File: config.mk
export PLATFORM = sky130hd
export DESIGN_NAME = irqc_top
export DESIGN_NICKNAME = d
export VERILOG_FILES = /design/src/logic/irqc_edge_latch.v /design/src/logic/irqc_flag_bank.v /design/src/logic/irqc_top.v
export VERILOG_INCLUDE_DIRS = /design/src /design/src/pkg
export SDC_FILE = /design/constraint.sdc
export NUM_CORES = 1
export LEC_CHECK = 0
export ABC_AREA = 0
export BUFFER_PORTS_ARGS = -buffer_cell sky130_fd_sc_hd__buf_2
export CELL_PAD_IN_SITES_DETAIL_PLACEMENT = 2
export CELL_PAD_IN_SITES_GLOBAL_PLACEMENT = 2
export CORE_MARGIN = 1
export CORE_UTILIZATION = 28
export DETAILED_ROUTE_END_ITERATION = 10
export PLACE_DENSITY_LB_ADDON = 0.08
export SYNTH_ARGS = -nofsm -noshare
export SYNTH_HDL_FRONTEND = slang
export SYNTH_SLANG_ARGS = --single-unit
File: constraint.sdc
create_clock -name ref_clk -period 2.3 [get_ports ref_clk]
set_input_delay 0.115 -clock ref_clk [delete_from_list [all_inputs] [get_ports ref_clk]]
set_output_delay 0.115 -clock ref_clk [all_outputs]
set_load 0.02 [all_outputs]
File: src/pkg/irqc_regs.vh
/*
 * constants of the interrupt request block: option register address,
 * field positions, reset value, vector addresses and context codes.
 * assumes the includer keeps widths as given here.
 */
`ifndef IRQC_REGS_VH
`define IRQC_REGS_VH

// option register, byte address on the register port
`define IRQC_OPT_ADDR 8'hC8
// option register reset value
`define IRQC_OPT_RST 8'h00
// writable bits of the option register
`define IRQC_OPT_WMASK 8'h70
// field positions
`define IRQC_LES_BIT 6
`define IRQC_ESB_BIT 5
`define IRQC_GEN_BIT 4

// vector addresses, source 0 to 4
`define IRQC_VEC0 12'hFFC
`define IRQC_VEC1 12'hFF6
`define IRQC_VEC2 12'hFF4
`define IRQC_VEC3 12'hFF2
`define IRQC_VEC4 12'hFF0

// context codes, also flag set selectors
`define IRQC_CTX_NORM 2'h0
`define IRQC_CTX_IRQ 2'h1
`define IRQC_CTX_NMI 2'h2

`endif

File: src/logic/irqc_edge_latch.v
/*
 * edge capture latch for one request line.
 * assumes line is already synchronous to ref_clk.
 */
`default_nettype none
`include "irqc_regs.vh"

module irqc_edge_latch (
	// clock and reset
	input wire ref_clk,
	input wire rstn,
	// line and control
	input wire line,
	input wire rise_sel,
	input wire clr,
	// captured request
	output reg pend_r
);

	reg line_d_r; // previous line level
	wire edge_hit; // selected edge seen

	assign edge_hit = rise_sel ? (line & ~line_d_r) : (~line & line_d_r);

	// one stored request, set wins over clear
	always @(posedge ref_clk) begin
		if (!rstn) begin
			line_d_r <= 1'b1;
			pend_r <= 1'b0;
		end else begin
			line_d_r <= line;
			if (edge_hit)
				pend_r <= 1'b1;
			else if (clr)
				pend_r <= 1'b0;
		end
	end

endmodule // irqc_edge_latch
`default_nettype wire

File: src/logic/irqc_flag_bank.v
/*
 * three banked carry and zero flag pairs: normal, interrupt, nmi.
 * assumes sel is a valid context code from the header.
 */
`default_nettype none
`include "irqc_regs.vh"

module irqc_flag_bank (
	// clock and reset
	input wire ref_clk,
	input wire rstn,
	// selection and write port
	input wire [1:0] sel,
	input wire wr,
	input wire c_in,
	input wire z_in,
	// selected pair, registered
	output reg c_r,
	output reg z_r
);

	reg [2:0] c_set_r; // carry per context
	reg [2:0] z_set_r; // zero per context

	genvar g;
	generate
		for (g = 0; g < 3; g = g + 1) begin : g_set
			// write only the selected pair
			always @(posedge ref_clk) begin
				if (!rstn) begin
					c_set_r[g] <= 1'b0;
					z_set_r[g] <= 1'b0;
				end else if (wr && sel == g) begin
					c_set_r[g] <= c_in;
					z_set_r[g] <= z_in;
				end
			end
		end
	endgenerate

	// read side lags selection by one cycle
	always @(posedge ref_clk) begin
		if (!rstn) begin
			c_r <= 1'b0;
			z_r <= 1'b0;
		end else begin
			c_r <= (sel == 2'h3) ? 1'b0 : c_set_r[sel];
			z_r <= (sel == 2'h3) ? 1'b0 : z_set_r[sel];
		end
	end

endmodule // irqc_flag_bank
`default_nettype wire

File: src/logic/irqc_top.v
/*
 * interrupt request logic: one nmi source and four fixed priority
 * maskable sources, option register, entry and return sequencing
 * and banked flags. assumes the core pulses core_boundary at each
 * instruction end and return_from_interrupt on the return opcode.
 */
// The strobed register port was chosen for this implementation.
// Functional notes
// cleared enable blocks maskable, never nmi
// nmi serviced but no wake without enable
// nmi latched, cleared at routine start
// option bit 6: source 1 level/falling
// source 2 edge, bit 5 picks polarity
// sources 3 and 4 level only
// edge latch keeps one request until start
// level requester holds line until sampled
// sample requests at each instruction boundary
// three banked carry/zero flag sets
// entry: swap, push, inhibit, clear, vector
// return restores flags and pops counter
// ldi anomaly: mode switches, flags do not
// option register write only, full byte
// option bit 4 is global enable
// timer and converter events onto vector 4
// reload timer events onto vector 3
// serial event onto vector 2 with port C
// ports A,B on vector 1, C on 2
// fixed priority, no maskable preemption
// nmi may preempt any routine (code: maskable routines only, a pending nmi waits while in nmi)
// pending flag plus highest index output
`default_nettype none
`include "irqc_regs.vh"

module irqc_top (
	// clock and reset
	input wire ref_clk,
	input wire rstn,
	// register port
	input wire [7:0] reg_addr,
	input wire [7:0] reg_wdata,
	input wire reg_wr,
	input wire reg_rd,
	output reg [7:0] reg_rdata_r,
	// pins, asynchronous, active low
	input wire nmi_pin_n,
	input wire [7:0] pa_pin,
	input wire [7:0] pb_pin,
	input wire [7:0] pc_pin,
	// port option and data bits
	input wire [7:0] pa_opt,
	input wire [7:0] pa_dat,
	input wire [7:0] pb_opt,
	input wire [7:0] pb_dat,
	input wire [7:0] pc_opt,
	input wire [7:0] pc_dat,
	// peripheral events and masks
	input wire timer_zero_flag,
	input wire timer_irq_mask,
	input wire conv_done_flag,
	input wire converter_irq_mask,
	input wire reload_overflow_flag,
	input wire reload_overflow_irq_mask,
	input wire reload_compare_flag,
	input wire reload_compare_irq_mask,
	input wire reload_edge_flag,
	input wire reload_edge_irq_mask,
	input wire serial_running_flag,
	input wire serial_irq_mask,
	// core handshake
	input wire core_boundary,
	input wire return_from_interrupt,
	input wire ldi_opt_window,
	input wire flag_wr,
	input wire flag_c_in,
	input wire flag_z_in,
	// answers to the core
	output reg irq_pending_r,
	output reg [2:0] irq_index_r,
	output reg wake_r,
	output reg flag_swap_r,
	output reg pc_push_r,
	output reg pc_pop_r,
	output reg vec_load_r,
	output reg [11:0] vec_addr_r,
	output reg [1:0] irq_mode_r,
	output wire carry_r,
	output wire zero_r
);

	// entry sequence states
	localparam ST_IDLE = 3'h0;
	localparam ST_SWAP = 3'h1;
	localparam ST_PUSH = 3'h2;
	localparam ST_INHB = 3'h3;
	localparam ST_CLRL = 3'h4;
	localparam ST_VECT = 3'h5;

	// option register and fields
	reg [7:0] interrupt_option_reg_r;
	wire global_irq_enable;
	wire src1_level_select;
	wire src2_edge_polarity;

	// pin synchronisers, first stage read by second only
	reg [24:0] pin_s1_r;
	reg [24:0] pin_s2_r;
	wire [24:0] pin_raw;

	// source lines
	wire [7:0] pa_act; // port A pin requesting
	wire [7:0] pb_act; // port B pin requesting
	wire [7:0] pc_act; // port C pin requesting
	wire src1_req; // source 1 level, high active
	wire src2_req; // source 2 level, high active
	wire src3_req; // source 3 level
	wire src4_req; // source 4 level
	wire nmi_pend; // captured nmi
	wire src1_pend; // captured source 1 edge
	wire src2_pend; // captured source 2 edge
	wire src1_any; // source 1 after mode choice

	// sequencing state
	reg [2:0] state_r;
	reg [2:0] state_nxt;
	reg [2:0] take_idx_r; // source being entered
	reg anomaly_r; // flag swap suppressed
	reg inhib_r; // maskable lines inhibited
	reg [1:0] flag_sel_r; // active flag set
	reg [1:0] nmi_ret_mode_r; // context under nmi
	reg [1:0] nmi_ret_sel_r; // flag set under nmi
	reg [2:0] clr_r; // latch clear pulses

	// arbitration
	reg req_any; // something may be taken
	reg [2:0] req_idx; // winning index
	reg mask_ok; // maskable allowed now
	reg [11:0] vec_sel; // vector of take_idx_r

	// option fields, R15 global enable
	assign global_irq_enable = interrupt_option_reg_r[`IRQC_GEN_BIT];
	assign src1_level_select = interrupt_option_reg_r[`IRQC_LES_BIT];
	assign src2_edge_polarity = interrupt_option_reg_r[`IRQC_ESB_BIT];

	// full-byte write only
	always @(posedge ref_clk) begin
		if (!rstn)
			interrupt_option_reg_r <= `IRQC_OPT_RST;
		else if (reg_wr && reg_addr == `IRQC_OPT_ADDR)
			interrupt_option_reg_r <= reg_wdata & `IRQC_OPT_WMASK;
	end

	// reads of any address answer zero, register is write only
	always @(posedge ref_clk) begin
		if (!rstn)
			reg_rdata_r <= 8'h00;
		else if (reg_rd)
			reg_rdata_r <= 8'h00;
	end

	// gather pins for one synchroniser bank
	assign pin_raw = {nmi_pin_n, pc_pin, pb_pin, pa_pin};

	// two flops per pin
	genvar g;
	generate
		for (g = 0; g < 25; g = g + 1) begin : g_sync
			always @(posedge ref_clk) begin
				if (!rstn) begin
					pin_s1_r[g] <= 1'b1;
					pin_s2_r[g] <= 1'b1;
				end else begin
					pin_s1_r[g] <= pin_raw[g];
					pin_s2_r[g] <= pin_s1_r[g];
				end
			end
		end
	endgenerate

	// pins low and enabled by option and data
	assign pa_act = ~pin_s2_r[7:0] & pa_opt & pa_dat;
	assign pb_act = ~pin_s2_r[15:8] & pb_opt & pb_dat;
	assign pc_act = ~pin_s2_r[23:16] & pc_opt & pc_dat;
	assign src1_req = (|pa_act) | (|pb_act);

	// serial end with port C on vector 2
	assign src2_req = (|pc_act) | (serial_running_flag & serial_irq_mask);

	// reload timer events on vector 3
	assign src3_req = (reload_overflow_flag & reload_overflow_irq_mask) |
		(reload_compare_flag & reload_compare_irq_mask) |
		(reload_edge_flag & reload_edge_irq_mask);

	// timer and converter on vector 4
	assign src4_req = (timer_zero_flag & timer_irq_mask) |
		(conv_done_flag & converter_irq_mask);

	// nmi captured on falling pin edge
	irqc_edge_latch u_nmi (
		.ref_clk(ref_clk),
		.rstn(rstn),
		.line(pin_s2_r[24]),
		.rise_sel(1'b0),
		.clr(clr_r[0]),
		.pend_r(nmi_pend)
	);

	// source 1 falling edge when level mode off
	irqc_edge_latch u_src1 (
		.ref_clk(ref_clk),
		.rstn(rstn),
		.line(~src1_req),
		.rise_sel(1'b0),
		.clr(clr_r[1] | src1_level_select),
		.pend_r(src1_pend)
	);

	// source 2 always edge, polarity from option
	irqc_edge_latch u_src2 (
		.ref_clk(ref_clk),
		.rstn(rstn),
		.line(~src2_req),
		.rise_sel(src2_edge_polarity),
		.clr(clr_r[2]),
		.pend_r(src2_pend)
	);

	// level mode reads the line directly
	assign src1_any = src1_level_select ? src1_req : src1_pend;

	// fixed priority pick of the request to take
	always @* begin
		// maskable gated by enable, R20 no nesting
		mask_ok = global_irq_enable & ~inhib_r & (irq_mode_r == `IRQC_CTX_NORM);
		req_any = 1'b0;
		req_idx = 3'h0;
		// nmi unless already in nmi
		if (nmi_pend && irq_mode_r != `IRQC_CTX_NMI) begin
			req_any = 1'b1;
			req_idx = 3'h0;
		// source 1 highest maskable
		end else if (mask_ok && src1_any) begin
			req_any = 1'b1;
			req_idx = 3'h1;
		end else if (mask_ok && src2_pend) begin
			req_any = 1'b1;
			req_idx = 3'h2;
		// sources 3 and 4 sampled as levels
		end else if (mask_ok && src3_req) begin
			req_any = 1'b1;
			req_idx = 3'h3;
		end else if (mask_ok && src4_req) begin
			req_any = 1'b1;
			req_idx = 3'h4;
		end
	end

	// registered pending and index for the core
	always @(posedge ref_clk) begin
		if (!rstn) begin
			irq_pending_r <= 1'b0;
			irq_index_r <= 3'h0;
			wake_r <= 1'b0;
		end else begin
			irq_pending_r <= req_any & (state_r == ST_IDLE);
			irq_index_r <= req_idx;
			// wake only with global enable set
			wake_r <= req_any & global_irq_enable;
		end
	end

	// next state of the entry sequence
	always @* begin
		state_nxt = state_r;
		case (state_r)
			// take only at an instruction boundary
			ST_IDLE: begin
				if (core_boundary && irq_pending_r && !return_from_interrupt)
					state_nxt = ST_SWAP;
			end
			// fixed order of entry steps
			ST_SWAP: state_nxt = ST_PUSH;
			ST_PUSH: state_nxt = ST_INHB;
			ST_INHB: state_nxt = ST_CLRL;
			ST_CLRL: state_nxt = ST_VECT;
			ST_VECT: state_nxt = ST_IDLE;
			default: state_nxt = ST_IDLE;
		endcase
	end

	// vector address of the source being entered
	always @* begin
		case (take_idx_r)
			3'h0: vec_sel = `IRQC_VEC0;
			3'h1: vec_sel = `IRQC_VEC1;
			3'h2: vec_sel = `IRQC_VEC2;
			3'h3: vec_sel = `IRQC_VEC3;
			3'h4: vec_sel = `IRQC_VEC4;
			default: vec_sel = `IRQC_VEC4;
		endcase
	end

	// sequencer registers and one-cycle strobes
	always @(posedge ref_clk) begin
		if (!rstn) begin
			state_r <= ST_IDLE;
			take_idx_r <= 3'h0;
			anomaly_r <= 1'b0;
			inhib_r <= 1'b0;
			flag_sel_r <= `IRQC_CTX_NORM;
			irq_mode_r <= `IRQC_CTX_NORM;
			nmi_ret_mode_r <= `IRQC_CTX_NORM;
			nmi_ret_sel_r <= `IRQC_CTX_NORM;
			clr_r <= 3'h0;
			flag_swap_r <= 1'b0;
			pc_push_r <= 1'b0;
			pc_pop_r <= 1'b0;
			vec_load_r <= 1'b0;
			vec_addr_r <= 12'h000;
		end else begin
			state_r <= state_nxt;
			// strobes default low
			clr_r <= 3'h0;
			flag_swap_r <= 1'b0;
			pc_push_r <= 1'b0;
			pc_pop_r <= 1'b0;
			vec_load_r <= 1'b0;
			case (state_r)
				ST_IDLE: begin
					if (state_nxt == ST_SWAP) begin
						// freeze the winner at the boundary
						take_idx_r <= irq_index_r;
						// maskable during ldi window
						anomaly_r <= ldi_opt_window && irq_index_r != 3'h0 &&
							irq_mode_r == `IRQC_CTX_NORM;
					// return restores previous context
					end else if (return_from_interrupt && irq_mode_r != `IRQC_CTX_NORM) begin
						pc_pop_r <= 1'b1;
						flag_swap_r <= 1'b1;
						if (irq_mode_r == `IRQC_CTX_NMI) begin
							irq_mode_r <= nmi_ret_mode_r;
							flag_sel_r <= nmi_ret_sel_r;
							inhib_r <= (nmi_ret_mode_r != `IRQC_CTX_NORM);
						end else begin
							irq_mode_r <= `IRQC_CTX_NORM;
							flag_sel_r <= `IRQC_CTX_NORM;
							inhib_r <= 1'b0;
						end
					end
				end
				// switch flag set with the context
				ST_SWAP: begin
					if (take_idx_r == 3'h0) begin
						nmi_ret_mode_r <= irq_mode_r;
						nmi_ret_sel_r <= flag_sel_r;
						irq_mode_r <= `IRQC_CTX_NMI;
						flag_sel_r <= `IRQC_CTX_NMI;
						flag_swap_r <= 1'b1;
					end else begin
						irq_mode_r <= `IRQC_CTX_IRQ;
						// flags stay on the normal pair
						if (!anomaly_r) begin
							flag_sel_r <= `IRQC_CTX_IRQ;
							flag_swap_r <= 1'b1;
						end
					end
				end
				// counter to first stack level
				ST_PUSH: pc_push_r <= 1'b1;
				// maskable lines inhibited
				ST_INHB: inhib_r <= 1'b1;
				// clear the taken source latch
				ST_CLRL: begin
					if (take_idx_r <= 3'h2)
						clr_r <= 3'h1 << take_idx_r;
				end
				// vector into the counter
				ST_VECT: begin
					vec_load_r <= 1'b1;
					vec_addr_r <= vec_sel;
				end
				default: state_r <= ST_IDLE;
			endcase
		end
	end

	// banked carry and zero pairs
	irqc_flag_bank u_flags (
		.ref_clk(ref_clk),
		.rstn(rstn),
		.sel(flag_sel_r),
		.wr(flag_wr),
		.c_in(flag_c_in),
		.z_in(flag_z_in),
		.c_r(carry_r),
		.z_r(zero_r)
	);

endmodule // irqc_top
`default_nettype wire

=== Yosys cells after proc, flatten, opt, wreduce, memory -nomap -nowiden ===
Cells that the tools add are included.

* $lt $le $gt $ge: 2
* Equal/unequal tests: 18
* Shift operators: 1
* Multiplexer cells: 46
* Bitwise gates (word level): 35
* Reductions and logical operators: 43

{| class="wikitable"
|+ Operator list
! cell !! number
|-
| $and 8x8->8 || 6
|-
| $mux 1 || 25
|-
| $not 8->8 || 3
|-
| $reduce_or 8->1 || 3
|-
| $mux 2 || 11
|-
| $pmux 4 s4 || 1
|-
| $pmux 3 s5 || 1
|-
| $and 1x1->1 || 14
|-
| $logic_and 1x1->1 || 14
|-
| $reduce_bool 2->1 || 7
|-
| $eq 3x2->1 const B || 4
|-
| $eq 3x1->1 const B || 3
|-
| $reduce_and 3->1 || 3
|-
| $eq 8x8->1 const B || 1
|-
| $pmux 2 s2 || 2
|-
| $reduce_and 2->1 || 4
|-
| $eq 2x2->1 const B || 3
|-
| $eq 3x3->1 const B || 2
|-
| $logic_not 3->1 || 2
|-
| $mux 3 || 2
|-
| $not 1->1 || 6
|-
| $or 1x1->1 || 6
|-
| $reduce_or 6->1 || 1
|-
| $reduce_or 5->1 || 1
|-
| 15 further kinds || 20
|}

* Bits in registers: 107
* Input bits: 111
* Output and inout bits: 33
* Word-level logic and storage cells: 229

=== Logic depth before layout (Yosys ltp) ===
Gate-level depths: netlist of the first run.

* Depth after elaboration: 10
* Mapped depth: 6
* Mapped depth without buffers: 5

=== Hierarchy ===
From an unflattened synthesis of the first run, not the netlist that was laid out.

* Cell total of the unflattened synthesis: 363
* Area total of the unflattened synthesis: 3661.0 um^2

{| class="wikitable"
|+ By module, submodules not included
! module !! instances !! cells an instance !! area each (um^2) !! seq. area each (um^2)
|-
| irqc_top || 1 || 310 || 3095.5 || 1701.6
|-
| irqc_flag_bank || 1 || 32 || 332.8 || 160.2
|-
| irqc_edge_latch || 3 || 7 || 77.6 || 40.0
|}

=== Worst setup path after synthesis of the first run ===
OpenSTA, ideal clock, no wires.

* Path type: flip-flop to flip-flop
* Start: register irq_pending_r
* End: register anomaly_r
* Library setup time: 0.071 ns
* Arrival: 1.767 ns
* Data required time: 2.229 ns
* Path slack: 0.463 ns
* Cell stages (with the launch flop): 6
* Path buffers: 1
* Clock period less this slack: 1.837 ns
* Path through: dfxtp_1 > nand2_1 > or4b_1 > buf_2 > or4b_1 > a21oi_1

* Word-level cells in the longest chain between the ends: 6

{| class="wikitable"
|+ Ends and longest elaborated chain
! item !! line !! text
|-
| start, declared || irqc_top.v:77 || <nowiki>output reg irq_pending_r,</nowiki>
|-
| start signal, assigned || irqc_top.v:264 || <nowiki>irq_pending_r <= req_any & (state_r == ST_IDLE);</nowiki>
|-
| $logic_and 1x1->1 (2 in a row) || irqc_top.v:277 || <nowiki>if (core_boundary && irq_pending_r && !return_from_interrupt)</nowiki>
|-
| $mux 3 || irqc_top.v:277 ||
|-
| $pmux 3 s5 || irqc_top.v:274 || <nowiki>case (state_r)</nowiki>
|-
| $eq 3x1->1 || irqc_top.v:329 || <nowiki>if (state_nxt == ST_SWAP) begin</nowiki>
|-
| $reduce_and 2->1 (no line) || -- ||
|-
| end signal, assigned || irqc_top.v:333 || <nowiki>anomaly_r <= ldi_opt_window && irq_index_r != 3'h0 &&</nowiki>
|-
| end, declared || irqc_top.v:126 || <nowiki>reg anomaly_r;</nowiki>
|}

Every way passes these cells.
A chain may end at the register's enable or synchronous reset.

=== Final worst setup path of the first run ===
* Start: register state_r[2]
* End: register anomaly_r

* Word-level cells in the longest chain between the ends: 4
* Elaborated cells on any way between the ends: 9
* Those cells by class: eq/ne: 5; mux: 2; reduce/logical: 2

{| class="wikitable"
|+ Ends and longest elaborated chain
! item !! line !! text
|-
| start, declared || irqc_top.v:123 || <nowiki>reg [2:0] state_r;</nowiki>
|-
| start signal, assigned || irqc_top.v:320 || <nowiki>state_r <= state_nxt;</nowiki>
|-
| $eq 3x3->1, or another cell as far along || irqc_top.v:274 ||
|-
| $pmux 3 s5 || irqc_top.v:274 ||
|-
| $eq 3x1->1 || irqc_top.v:329 ||
|-
| $reduce_and 2->1 (no line) * || -- ||
|}

Every way passes the cells marked *; elsewhere a longest branch is shown, timed or not.

==> results of run 1 <==
stage by stage:
step	area [µm²]	instances	worst slack [ps]	util, %	total power [µW]
floorplan	3650	369	463	-	1970
global placement	4360	645	390	34.5	2090
detailed placement	4360	645	354	34.5	2100
CTS	4960	687	337	39.3	3870
global route	4960	687	251	39.3	3970
finish	4960	687	346	39.3	3800
critical path, stage by stage (launching register included):
cell and delay (ps):
dfxtp_1 440, nor2_8 170, or4b_1 590, or4b_1 560, a21oi_1 120
cell usage after synthesis (4+ instances only):
| master | n |
|---|---|
| dfxtp_1 | 99 |
| nand2b_1 | 57 |
| nor2_1 | 34 |
| nand3b_1 | 20 |
| mux2i_1 | 18 |
| nand2_1 | 18 |
| buf_4 | 17 |
| a21oi_1 | 15 |
| clkbuf_1 | 10 |
| nor3_1 | 7 |
| nand3_1 | 5 |
| nand4_1 | 5 |
| inv_1 | 4 |
| nor2b_1 | 4 |
| nor4_1 | 4 |
path summary, 6_finish.rpt:
check / from / to / depth (start not counted)
max reg2reg: state_r[2] / anomaly_r / 4
min reg2reg: pin_s1_r[23] / pin_s2_r[23] / 1
max: state_r[2] / anomaly_r / 4
min: reg_wdata[5] / interrupt_option_reg_r[5] / 3
registers in the layout, indices dropped and copies added, names as in the netlist, 2 cells and up:
signal	count
pin_s1_r	25
pin_s2_r	25
vec_addr_r	4
clr_r	3
interrupt_option_reg_r	3
irq_index_r	3
state_r	3
take_idx_r	3
u_flags.c_set_r	3
u_flags.z_set_r	3
flag_sel_r	2
irq_mode_r	2
nmi_ret_mode_r	2
nmi_ret_sel_r	2
report_power, final:
part / total [µW] / switching (µW) / leakage [µW] / internal, µW
registers: 1800 / 21.8 / 0.000812 / 1770
clock network: 1720 / 656 / 0.000165 / 1060
logic: 288 / 129 / 0.00125 / 159
metal layers:
layer  vias to the layer above  GRT usage [%]  routed length (µm)
li1                       1507              -                   -
met1                      1467           17.6                4030
met2                        81           25.3                4600
met3                        10           3.82                 493
met4                         0           7.69                 201
met5                         -              0                   0
what timing repair did:
item                                   in CTS  in global routing
gates resized for setup                     0                  0
hold buffers                               26                  0
endpoints found under the hold margin      26                  0
final cells by class:
| type | instances | area share [%] |
|---|---|---|
| multi-input combinational | 236 | 29.5 |
| clock buffer | 9 | 4.54 |
| clock inverter | 7 | 2.35 |
| sequential | 99 | 40.0 |
| timing repair buffer | 159 | 18.9 |
| inverter | 5 | 0.378 |
| tap | 172 | 4.34 |
kinds of logic after synthesis:
| family | Yosys count |
|---|---|
| and+or+nand+nor | 170 |
| DFF | 99 |
| AOI/OAI and AO/OA | 38 |
| buffers and inverters | 34 |
| muxes | 18 |
| xor gates and xnor gates | 1 |
| other | 1 |
==> flow_summary.yaml, run 1 <==
setup_path:
  arrival_ps: 2230
  r2r_slack_ps: 350
  worstPathRequired_ps: 2580
  setup.worst_path.end_class: "register"
  path_max_fanout: 9
  critPathKind: "reg2reg"
  start_kind: "register"
cts:
  cts_num_sinks: 99
  cts_max_path_buffers: 2
  post_cts_buffers: 0
  clk_pin_slew_ps: 70
  cts_tree: "built"
  clockRootBuffer: "clkbuf_16"
  htree_levels: 3
  numCtsBuffers: 9
  clk_latency_ps: 340
sta:
  fin_crit_ps: 1950
  rsz0062_at_grt: "false"
  hold_ws_ps: 16.0
  tightest_slew_ps: 547
  hold_viol_final: 0
  fmax_ghz: 0.512
  fin_crit_sh_pct: 85.0
  setup_viol: 0
  setup-tns-final_ps: 0
  fin_skew_ps: 10.6
  slew_violations: 0
  max_slew_margin_pct: 63.3
die:
  die_area_um2: 13400
  fp.dieW_um: 116
  initial_core_util_pct: 28.7
  die_h_um: 116
  ioPinCount: 144
  core_area_um2: 12600
  rows: 41
synthesis:
  synth_compound_area_share_pct: 6.96
  synthDistinctLibCells: 45
  ys_warn_count: 0
  synth_top_family_by_area: "simple AND/OR/NAND/NOR gates"
  synthSimpleGateAreaFrac_pct: 27.4
  avgSynthCellArea_um2: 10.0
  synthMuxAreaShare_pct: 4.98
  ys_ff_latch: 99
  netlist.area_leader.share_pct: 54.8
  synth_edf_count: 0
  synthXorXnorAreaFrac_pct: 0.242
  synth_ff_type: "dfxtp_1"
  synth-seq-area-share_pct: 54.8
  syn_area_um2: 3620
  synth_area_leader_cell: "dfxtp_1"
  synthAdderAreaFrac_pct: 0
  synthCells: 361
  synth-async-reset-ratio_pct: 0
  synth_area_leaders: "dfxtp_1 55%, nand2b_1 9.9%, mux2i_1 5.0%, nand3b_1 4.2%, buf_4 3.5%"
cells_and_area:
  layout_common_cells: "128 x buf_2, 99 x dfxtp_1, 57 x nand2b_1, 34 x nor2_1, 26 x dlygate4sd3_1"
  fillers: 1426
  regArea_um2: 1980
  antenna_cells: 0
  multi_input_area_um2: 1460
  final_nets: 621
  drive_gt1_share_pct: 29.3
  layout_commonest_cell: "buf_2"
  area_growth_pct: 37.2
outcome:
  status: "complete, no violations"
drt:
  wirelength_mm: 9.33
  drc: 0
  wire_per_inst_um: 13.6
  first_pass_iters: 4
  antenna_left: 0
  via_per_inst: 4.46
  initialDrtViolationCount: 71
  vias: 3065
place:
  gp_congestion: 0.749
  dp_hpwl_mm: 6.91
  io_buffers: 128
global_route:
  grt_start_max_net_pins: 53
  gr-total-overflow: 0
  grtUsageTotal_pct: 15.0
  grt_pass1_wl_mm: 15.2
  antenna_found_initial: 0
  grt_pass1_vias: 3186
run:
  cap_violations: 0
worst_hold_path:
  min_path_type: "in2reg"
pwr:
  leakage_uw: 0.00223
  powerDensity_nw_per_um2: 766
  vdd_ir_drop_max_mv: 0.364
Power figures use the tool's default switching activity.
==> run 2: changes to the inputs <==
--- a/config.mk
+++ b/config.mk
@@ -6,12 +6,12 @@
 export SDC_FILE = /design/constraint.sdc
 export NUM_CORES = 1
 export LEC_CHECK = 0
-export ABC_AREA = 0
+export ABC_AREA = 1
 export BUFFER_PORTS_ARGS = -buffer_cell sky130_fd_sc_hd__buf_2
 export CELL_PAD_IN_SITES_DETAIL_PLACEMENT = 2
 export CELL_PAD_IN_SITES_GLOBAL_PLACEMENT = 2
 export CORE_MARGIN = 1
-export CORE_UTILIZATION = 28
+export CORE_UTILIZATION = 24
 export DETAILED_ROUTE_END_ITERATION = 10
 export PLACE_DENSITY_LB_ADDON = 0.08
 export SYNTH_ARGS = -nofsm -noshare
==> constraint.sdc (replaced) <==
create_clock -name ref_clk -period 1.75 [get_ports ref_clk]
set_input_delay 0.0875 -clock ref_clk [delete_from_list [all_inputs] [get_ports ref_clk]]
set_output_delay 0.0875 -clock ref_clk [all_outputs]
set_load 0.02 [all_outputs]
==> run 2 against run 1 <==
Sequential share of layout area decreased by 0.62 points. Register-to-register slack is essentially flat. Power grew 28%. Worst hold slack worse by 4.8 ps. Clock-buffer cell count grew 4. Maximum frequency rose by 39%. Non-clock buffer count unchanged. Critical endpoint unchanged. Largest cell class unchanged. Largest power group unchanged. Highest routed layer unchanged.
==> flow_summary.yaml, run 2 <==
die:
  rows: 45
  initial_core_util_pct: 24.4
  core_area_um2: 15100
  fp.dieW_um: 126
  die_area_um2: 15900
  die_h_um: 126
  ioPinCount: 144
sta:
  setup_viol: 0
  setup-tns-final_ps: 0
  layout_setup_ws_ps: 340
  fin_crit_ps: 1410
  fin_skew_ps: 8.90
  slew_violations: 0
  hold_viol_final: 0
  fin_crit_sh_pct: 80.6
  rsz0062_at_grt: "false"
  fmax_ghz: 0.709
drt:
  vias: 3350
  drc: 0
  wire_per_inst_um: 12.9
  first_pass_iters: 4
  antenna_left: 0
  initialDrtViolationCount: 62
  via_per_inst: 4.25
  wirelength_mm: 10.1
setup_path:
  start_kind: "register"
  cpPeakStageDelay_ps: 360
  path_max_fanout: 7
  r2r_slack_ps: 340
  setup.worst_path.end_class: "register"
  worstPathRequired_ps: 1970
  cp_slowest_cell: "dfxtp_1"
  cp-endpoint: "anomaly_r"
  reg2reg_to: "anomaly_r"
  reg2reg_from: "state_r[1]"
  path_delay_family: "simple AND/OR/NAND/NOR gates"
  reg2reg_depth: 6
  worst-path-buf-inv: 1
  crit_cells: 6
  critPathKind: "reg2reg"
  arrival_ps: 1630
  crit_start: "state_r[1]"
  crit_chain: "nor2_2 -> inv_2 -> nor2_1 -> nand2_1 -> a31oi_1 -> nor3_1"
synthesis:
  synth_edf_count: 0
  avgSynthCellArea_um2: 8.33
  netlist.area_leader.share_pct: 53.6
  synthDistinctLibCells: 35
  synth.most_common_cell: "dfxtp_1"
  syn_area_um2: 3700
  netlist_top_cells_count: "99 x dfxtp_1, 58 x nand2_1, 54 x or2_2"
  synth-seq-area-share_pct: 53.6
  synth_ff_type: "dfxtp_1"
  synth_area_leader_cell: "dfxtp_1"
  synthCells: 444
  synth-async-reset-ratio_pct: 0
  synth_area_leaders: "dfxtp_1 54%, or2_2 9.1%, nand2_1 5.9%, nor2_1 4.7%, inv_1 4.4%"
  ys_ff_latch: 99
  ys_warn_count: 0
cells_and_area:
  area_growth_pct: 36.2
  final_nets: 708
  layout_common_cells: "128 x buf_2, 99 x dfxtp_1, 58 x nand2_1, 54 x or2_2, 46 x nor2_1"
  top_regs: "pin_s1_r (25), pin_s2_r (25), vec_addr_r (4)"
  layout_commonest_cell: "buf_2"
  drive_gt1_share_pct: 34.8
  antenna_cells: 0
cts:
  clk_pin_slew_ps: 70
  cts_tree: "built"
  clockRootBuffer: "clkbuf_16"
  cts_max_path_buffers: 2
  cts_num_sinks: 99
  cts.hold.buffers_added: 26
  clk_latency_ps: 340
  htree_levels: 3
  numCtsBuffers: 9
  cts_resized: 0
  post_cts_buffers: 0
pwr:
  p_clk_share_pct: 39.1
  leakage_uw: 0.00238
  vdd_ir_drop_max_mv: 0.460
  pwr-share-seq_pct: 49.5
  p_int_uw: 3730
  p_sw_uw: 1150
  powerDensity_nw_per_um2: 969
  power_frac_comb_pct: 11.4
  sw_frac_of_total_pct: 23.6
global_route:
  antenna_found_initial: 0
  grtUsageTotal_pct: 13.9
  gr-total-overflow: 0
  grt_pass1_vias: 3796
  grt_start_max_net_pins: 43
  grt_pass1_wl_mm: 17.3
place:
  gp_congestion: 0.717
  pre_cts_ws_ps: 351
  dp_hpwl_mm: 7.76
  io_buffers: 128
run:
  cap_violations: 0
worst_hold_path:
  min_path_type: "in2reg"
outcome:
  status: "complete, no violations"
==> run 2: layer usage <==
layer	part of all wire, %	global-route usage (%)	vias to the layer above
met5	0	0	-
met4	1.7	5.95	0
met3	4.7	3.27	12
met2	51	25.9	84
met1	43	15.0	1562
li1	-	-	1692
==> run 2: kinds of logic (layout without fill, tap and decap cells) <==
logic type / after synthesis / count (layout) / synth area share (%)
flops: 99 / 99 / 53.6
compound gates: 59 / 59 / 8.73
simple gates: 212 / 212 / 28.5
buf+inv: 73 / 222 / 9.07
other cells: 1 / 9 / 0.101
==> run 2: worst min path at each step <==
| stage | from | endpoint | slack [ps] | cells after the start |
|---|---|---|---|---|
| 6_report | reg_wdata[5] | interrupt_option_reg_r[5] | 10 | 3 |
| 5_1_grt | flag_z_in | u_flags.z_set_r[1] | 50 | 3 |
| 4_1_cts | reg_wdata[4] | interrupt_option_reg_r[4] | 10 | 3 |
| 3_5_place_dp | pc_pin[1] | pin_s1_r[17] | 280 | 2 |
| 3_3_place_gp | pa_pin[5] | pin_s1_r[5] | 270 | 2 |
| 2_1_floorplan | pa_pin[0] | pin_s1_r[0] | 190 | 1 |
==> run 2: area by class of cell <==
cell class | count | area, µm²
Sequential cell | 99 | 1980
Tap cell | 188 | 235
Multi-Input combinational cell | 280 | 1410
Inverter | 48 | 180
Fill cell | 1764 | 10100
Clock buffer | 13 | 240
Timing Repair Buffer | 159 | 951
Clock inverter | 2 | 37.5
==> run 2: power by group through the flow <==
stage	clock [µW]	sequential [µW]	combinational, µW
after floorplan	0	2480	290
final	1910	2420	557
after global placement	0	2470	506
after detailed placement	0	2470	519
after CTS	1990	2420	571
after global routing	2070	2430	634
==> run 2: tightest hold or removal path: stages <==
cell and delay, ps:
buf_2 70, o21ai_0 70, nor2_1 80
==> run 2: per-stage QoR <==
step                      utilization [%]  std cells  total power, µW  cell area, µm²  hold WS [ps]
final                                33.3        789             4880            5040          11.2
after global routing                 33.3        789             5140            5040          52.9
after CTS                            33.3        789             4980            5040          10.3
after detailed placement             29.7        748             2990            4500           277
after global placement               29.7        748             2970            4500           274
after floorplan                         -        452             2770            3730           194
==> run 3: changes to the inputs <==
--- a/config.mk
+++ b/config.mk
@@ -6,12 +6,12 @@
 export SDC_FILE = /design/constraint.sdc
 export NUM_CORES = 1
 export LEC_CHECK = 0
-export ABC_AREA = 1
+export ABC_AREA = 0
 export BUFFER_PORTS_ARGS = -buffer_cell sky130_fd_sc_hd__buf_2
 export CELL_PAD_IN_SITES_DETAIL_PLACEMENT = 2
 export CELL_PAD_IN_SITES_GLOBAL_PLACEMENT = 2
 export CORE_MARGIN = 1
-export CORE_UTILIZATION = 24
+export CORE_UTILIZATION = 28
 export DETAILED_ROUTE_END_ITERATION = 10
 export PLACE_DENSITY_LB_ADDON = 0.08
 export SYNTH_ARGS = -nofsm -noshare
==> constraint.sdc (replaced) <==
create_clock -name ref_clk -period 1.4 [get_ports ref_clk]
set_input_delay 0.07 -clock ref_clk [delete_from_list [all_inputs] [get_ports ref_clk]]
set_output_delay 0.07 -clock ref_clk [all_outputs]
set_load 0.02 [all_outputs]
==> run 3 against run 2 <==
The run now ends with negative setup slack left. Maximum frequency down 11%. Clock power grew 18%. Via count fell by 6.1%. Sequential cell count is the same. Worst hold slack got worse by 0.96 ps.
==> flow_summary.yaml, run 3 (synthesis results as in run 1) <==
setup_path:
  r2r_slack_ps: -190
  setup.worst_path.end_class: "register"
  reg2reg_to: "anomaly_r"
  path_max_fanout: 2
  arrival_ps: 1870
  critPathKind: "reg2reg"
  reg2reg_from: "state_r[2]"
  start_kind: "register"
  worstPathRequired_ps: 1680
  reg2reg_depth: 4
sta:
  hold_viol_final: 0
  fmax_ghz: 0.630
  setup_viol: 7
  max_slew_margin_pct: 64.6
  layout_setup_ws_ps: -188
  fin_skew_ps: 5.71
  fin_crit_sh_pct: 113
  hold_ws_ps: 10.2
  fin_crit_ps: 1590
  tightest_slew_ps: 532
  slew_violations: 0
  rsz0062_at_grt: "true"
outcome:
  status: "finished, violations left"
  violations: "negative setup slack"
drt:
  drc: 0
  wl_met1_mm: 4.08
  initialDrtViolationCount: 54
  wire_per_inst_um: 13.7
  met3_length_um: 484
  antenna_left: 0
  wirelength_mm: 9.77
  vias: 3146
  first_pass_iters: 4
  top_layer_used: "met4"
  route.met2.wl_mm: 5.00
  via_per_inst: 4.41
cells_and_area:
  layoutNonFillerInstCount: 713
  final_nets: 648
  layout_common_cells: "128 x buf_2, 93 x dfxtp_1, 56 x nand2b_1, 34 x nor2_1, 29 x dlygate4sd3_1"
  layout_commonest_cell: "buf_2"
  drive_gt1_share_pct: 37.9
  antenna_cells: 0
  area_growth_pct: 44.9
  top_regs: "pin_s1_r (25), pin_s2_r (25), vec_addr_r (4)"
  postLayoutCellArea_um2: 5240
  fin_util_pct: 41.5
cts:
  numCtsBuffers: 9
  cts_max_path_buffers: 2
  cts_tree: "built"
  clk_latency_ps: 350
  htree_levels: 3
  clockRootBuffer: "clkbuf_16"
  clk_pin_slew_ps: 60
  cts_num_sinks: 99
global_route:
  gr-total-overflow: 0
  grtUsageTotal_pct: 15.7
  antenna_found_initial: 0
  grt_pass1_vias: 3276
  grt_pass1_wl_mm: 15.7
  grt_start_max_net_pins: 53
pwr:
  sw_frac_of_total_pct: 22.6
  pwr-share-seq_pct: 51.4
  p_int_uw: 4450
  vdd_ir_drop_max_mv: 0.636
  p_clk_share_pct: 39.3
  powerDensity_nw_per_um2: 1100
  power_frac_comb_pct: 9.3
  p_sw_uw: 1300
  leakage_uw: 0.00235
die:
  die_h_um: 116
  rows: 41
  core_area_um2: 12600
  initial_core_util_pct: 28.7
  die_area_um2: 13400
  fp.dieW_um: 116
  ioPinCount: 144
worst_hold_path:
  min_path_type: "in2reg"
  holdPathStages: 3
  worstHoldEndpoint: "u_flags.z_set_r[2]"
  hp-start: "flag_z_in"
run:
  cap_violations: 0
place:
  gp_congestion: 0.709
  io_buffers: 128
  dp_hpwl_mm: 7.22
  placed_area_um2: 4530
  placed_cells: 666
## run 3: cell count changes in the layout (fill, tap and decap cells not counted), moves of 13 or more
cell | before | now
nand2b_1 | 0 | 56
or2_2 | 54 | 0
nand2_1 | 58 | 15
inv_1 | 43 | 4
nand3_1 | 31 | 3
buf_4 | 4 | 27
o21ai_0 | 22 | 1
mux2i_1 | 0 | 18
nand3b_1 | 5 | 20
a21oi_1 | 23 | 10
## run 3: worst max-delay path, cell delays in order, from the launching register on
cell and delay [ps]:
dfxtp_2 350, nor2_8 100, or4b_4 460, or4b_4 490, a21oi_2 120
## run 3: final cells by class
| cell class | count | area [µm²] |
|---|---|---|
| sequential | 99 | 1990 |
| fill | 1379 | 7380 |
| clock inverter | 5 | 30.0 |
| tap | 172 | 215 |
| timing repair buffer | 186 | 1160 |
| multi-input combinational | 236 | 1590 |
| inverter | 5 | 18.8 |
| clock buffer | 10 | 239 |
## run 3: power groups by stage
| stage | Clock (µW) | Combinational [µW] | Sequential [µW] |
|---|---|---|---|
| 6_report | 2260 | 536 | 2950 |
| 5_1_grt | 2460 | 596 | 2960 |
| 4_1_cts | 2370 | 538 | 2950 |
| 3_5_place_dp | 0 | 450 | 3020 |
| 3_3_place_gp | 0 | 434 | 3010 |
| 2_1_floorplan | 0 | 233 | 3010 |
## run 3: worst max path at each step
| stage | from | to | slack [ps] |
|---|---|---|---|
| CTS | state_r[2] | anomaly_r | -190 |
| detailed placement | state_r[2] | anomaly_r | -210 |
| floorplan | state_r[2] | anomaly_r | -380 |
| global route | irq_pending_r | anomaly_r | -220 |
| global placement | pin_s2_r[14] | irq_index_r[2] | -200 |
| finish | state_r[2] | anomaly_r | -190 |
## run 3: metrics by stage
step	total power, µW	setup TNS (ps)	setup WS [ps]
4_1_cts	5860	-388	-192
3_5_place_dp	3470	-1830	-213
6_report	5750	-552	-188
2_1_floorplan	3240	-465	-382
3_3_place_gp	3450	-1320	-203
5_1_grt	6020	-1540	-217
## run 3: routing by layer
metal / up-vias / GRT usage, %
met1: 1491 / 17.3
met2: 84 / 27.8
met5: - / 0
met4: 0 / 8.21
li1: 1560 / -
met3: 11 / 4.13
## run 3: repair_timing
item                                    in CTS  in global routing
hold endpoints to repair                    29                  0
endpoints found under the setup margin      23                 18
buffers inserted                             1                  2
gates resized for setup                     19                 10
pin swaps                                    8                  7
gates cloned                                 0                  0
hold buffers                                29                  0
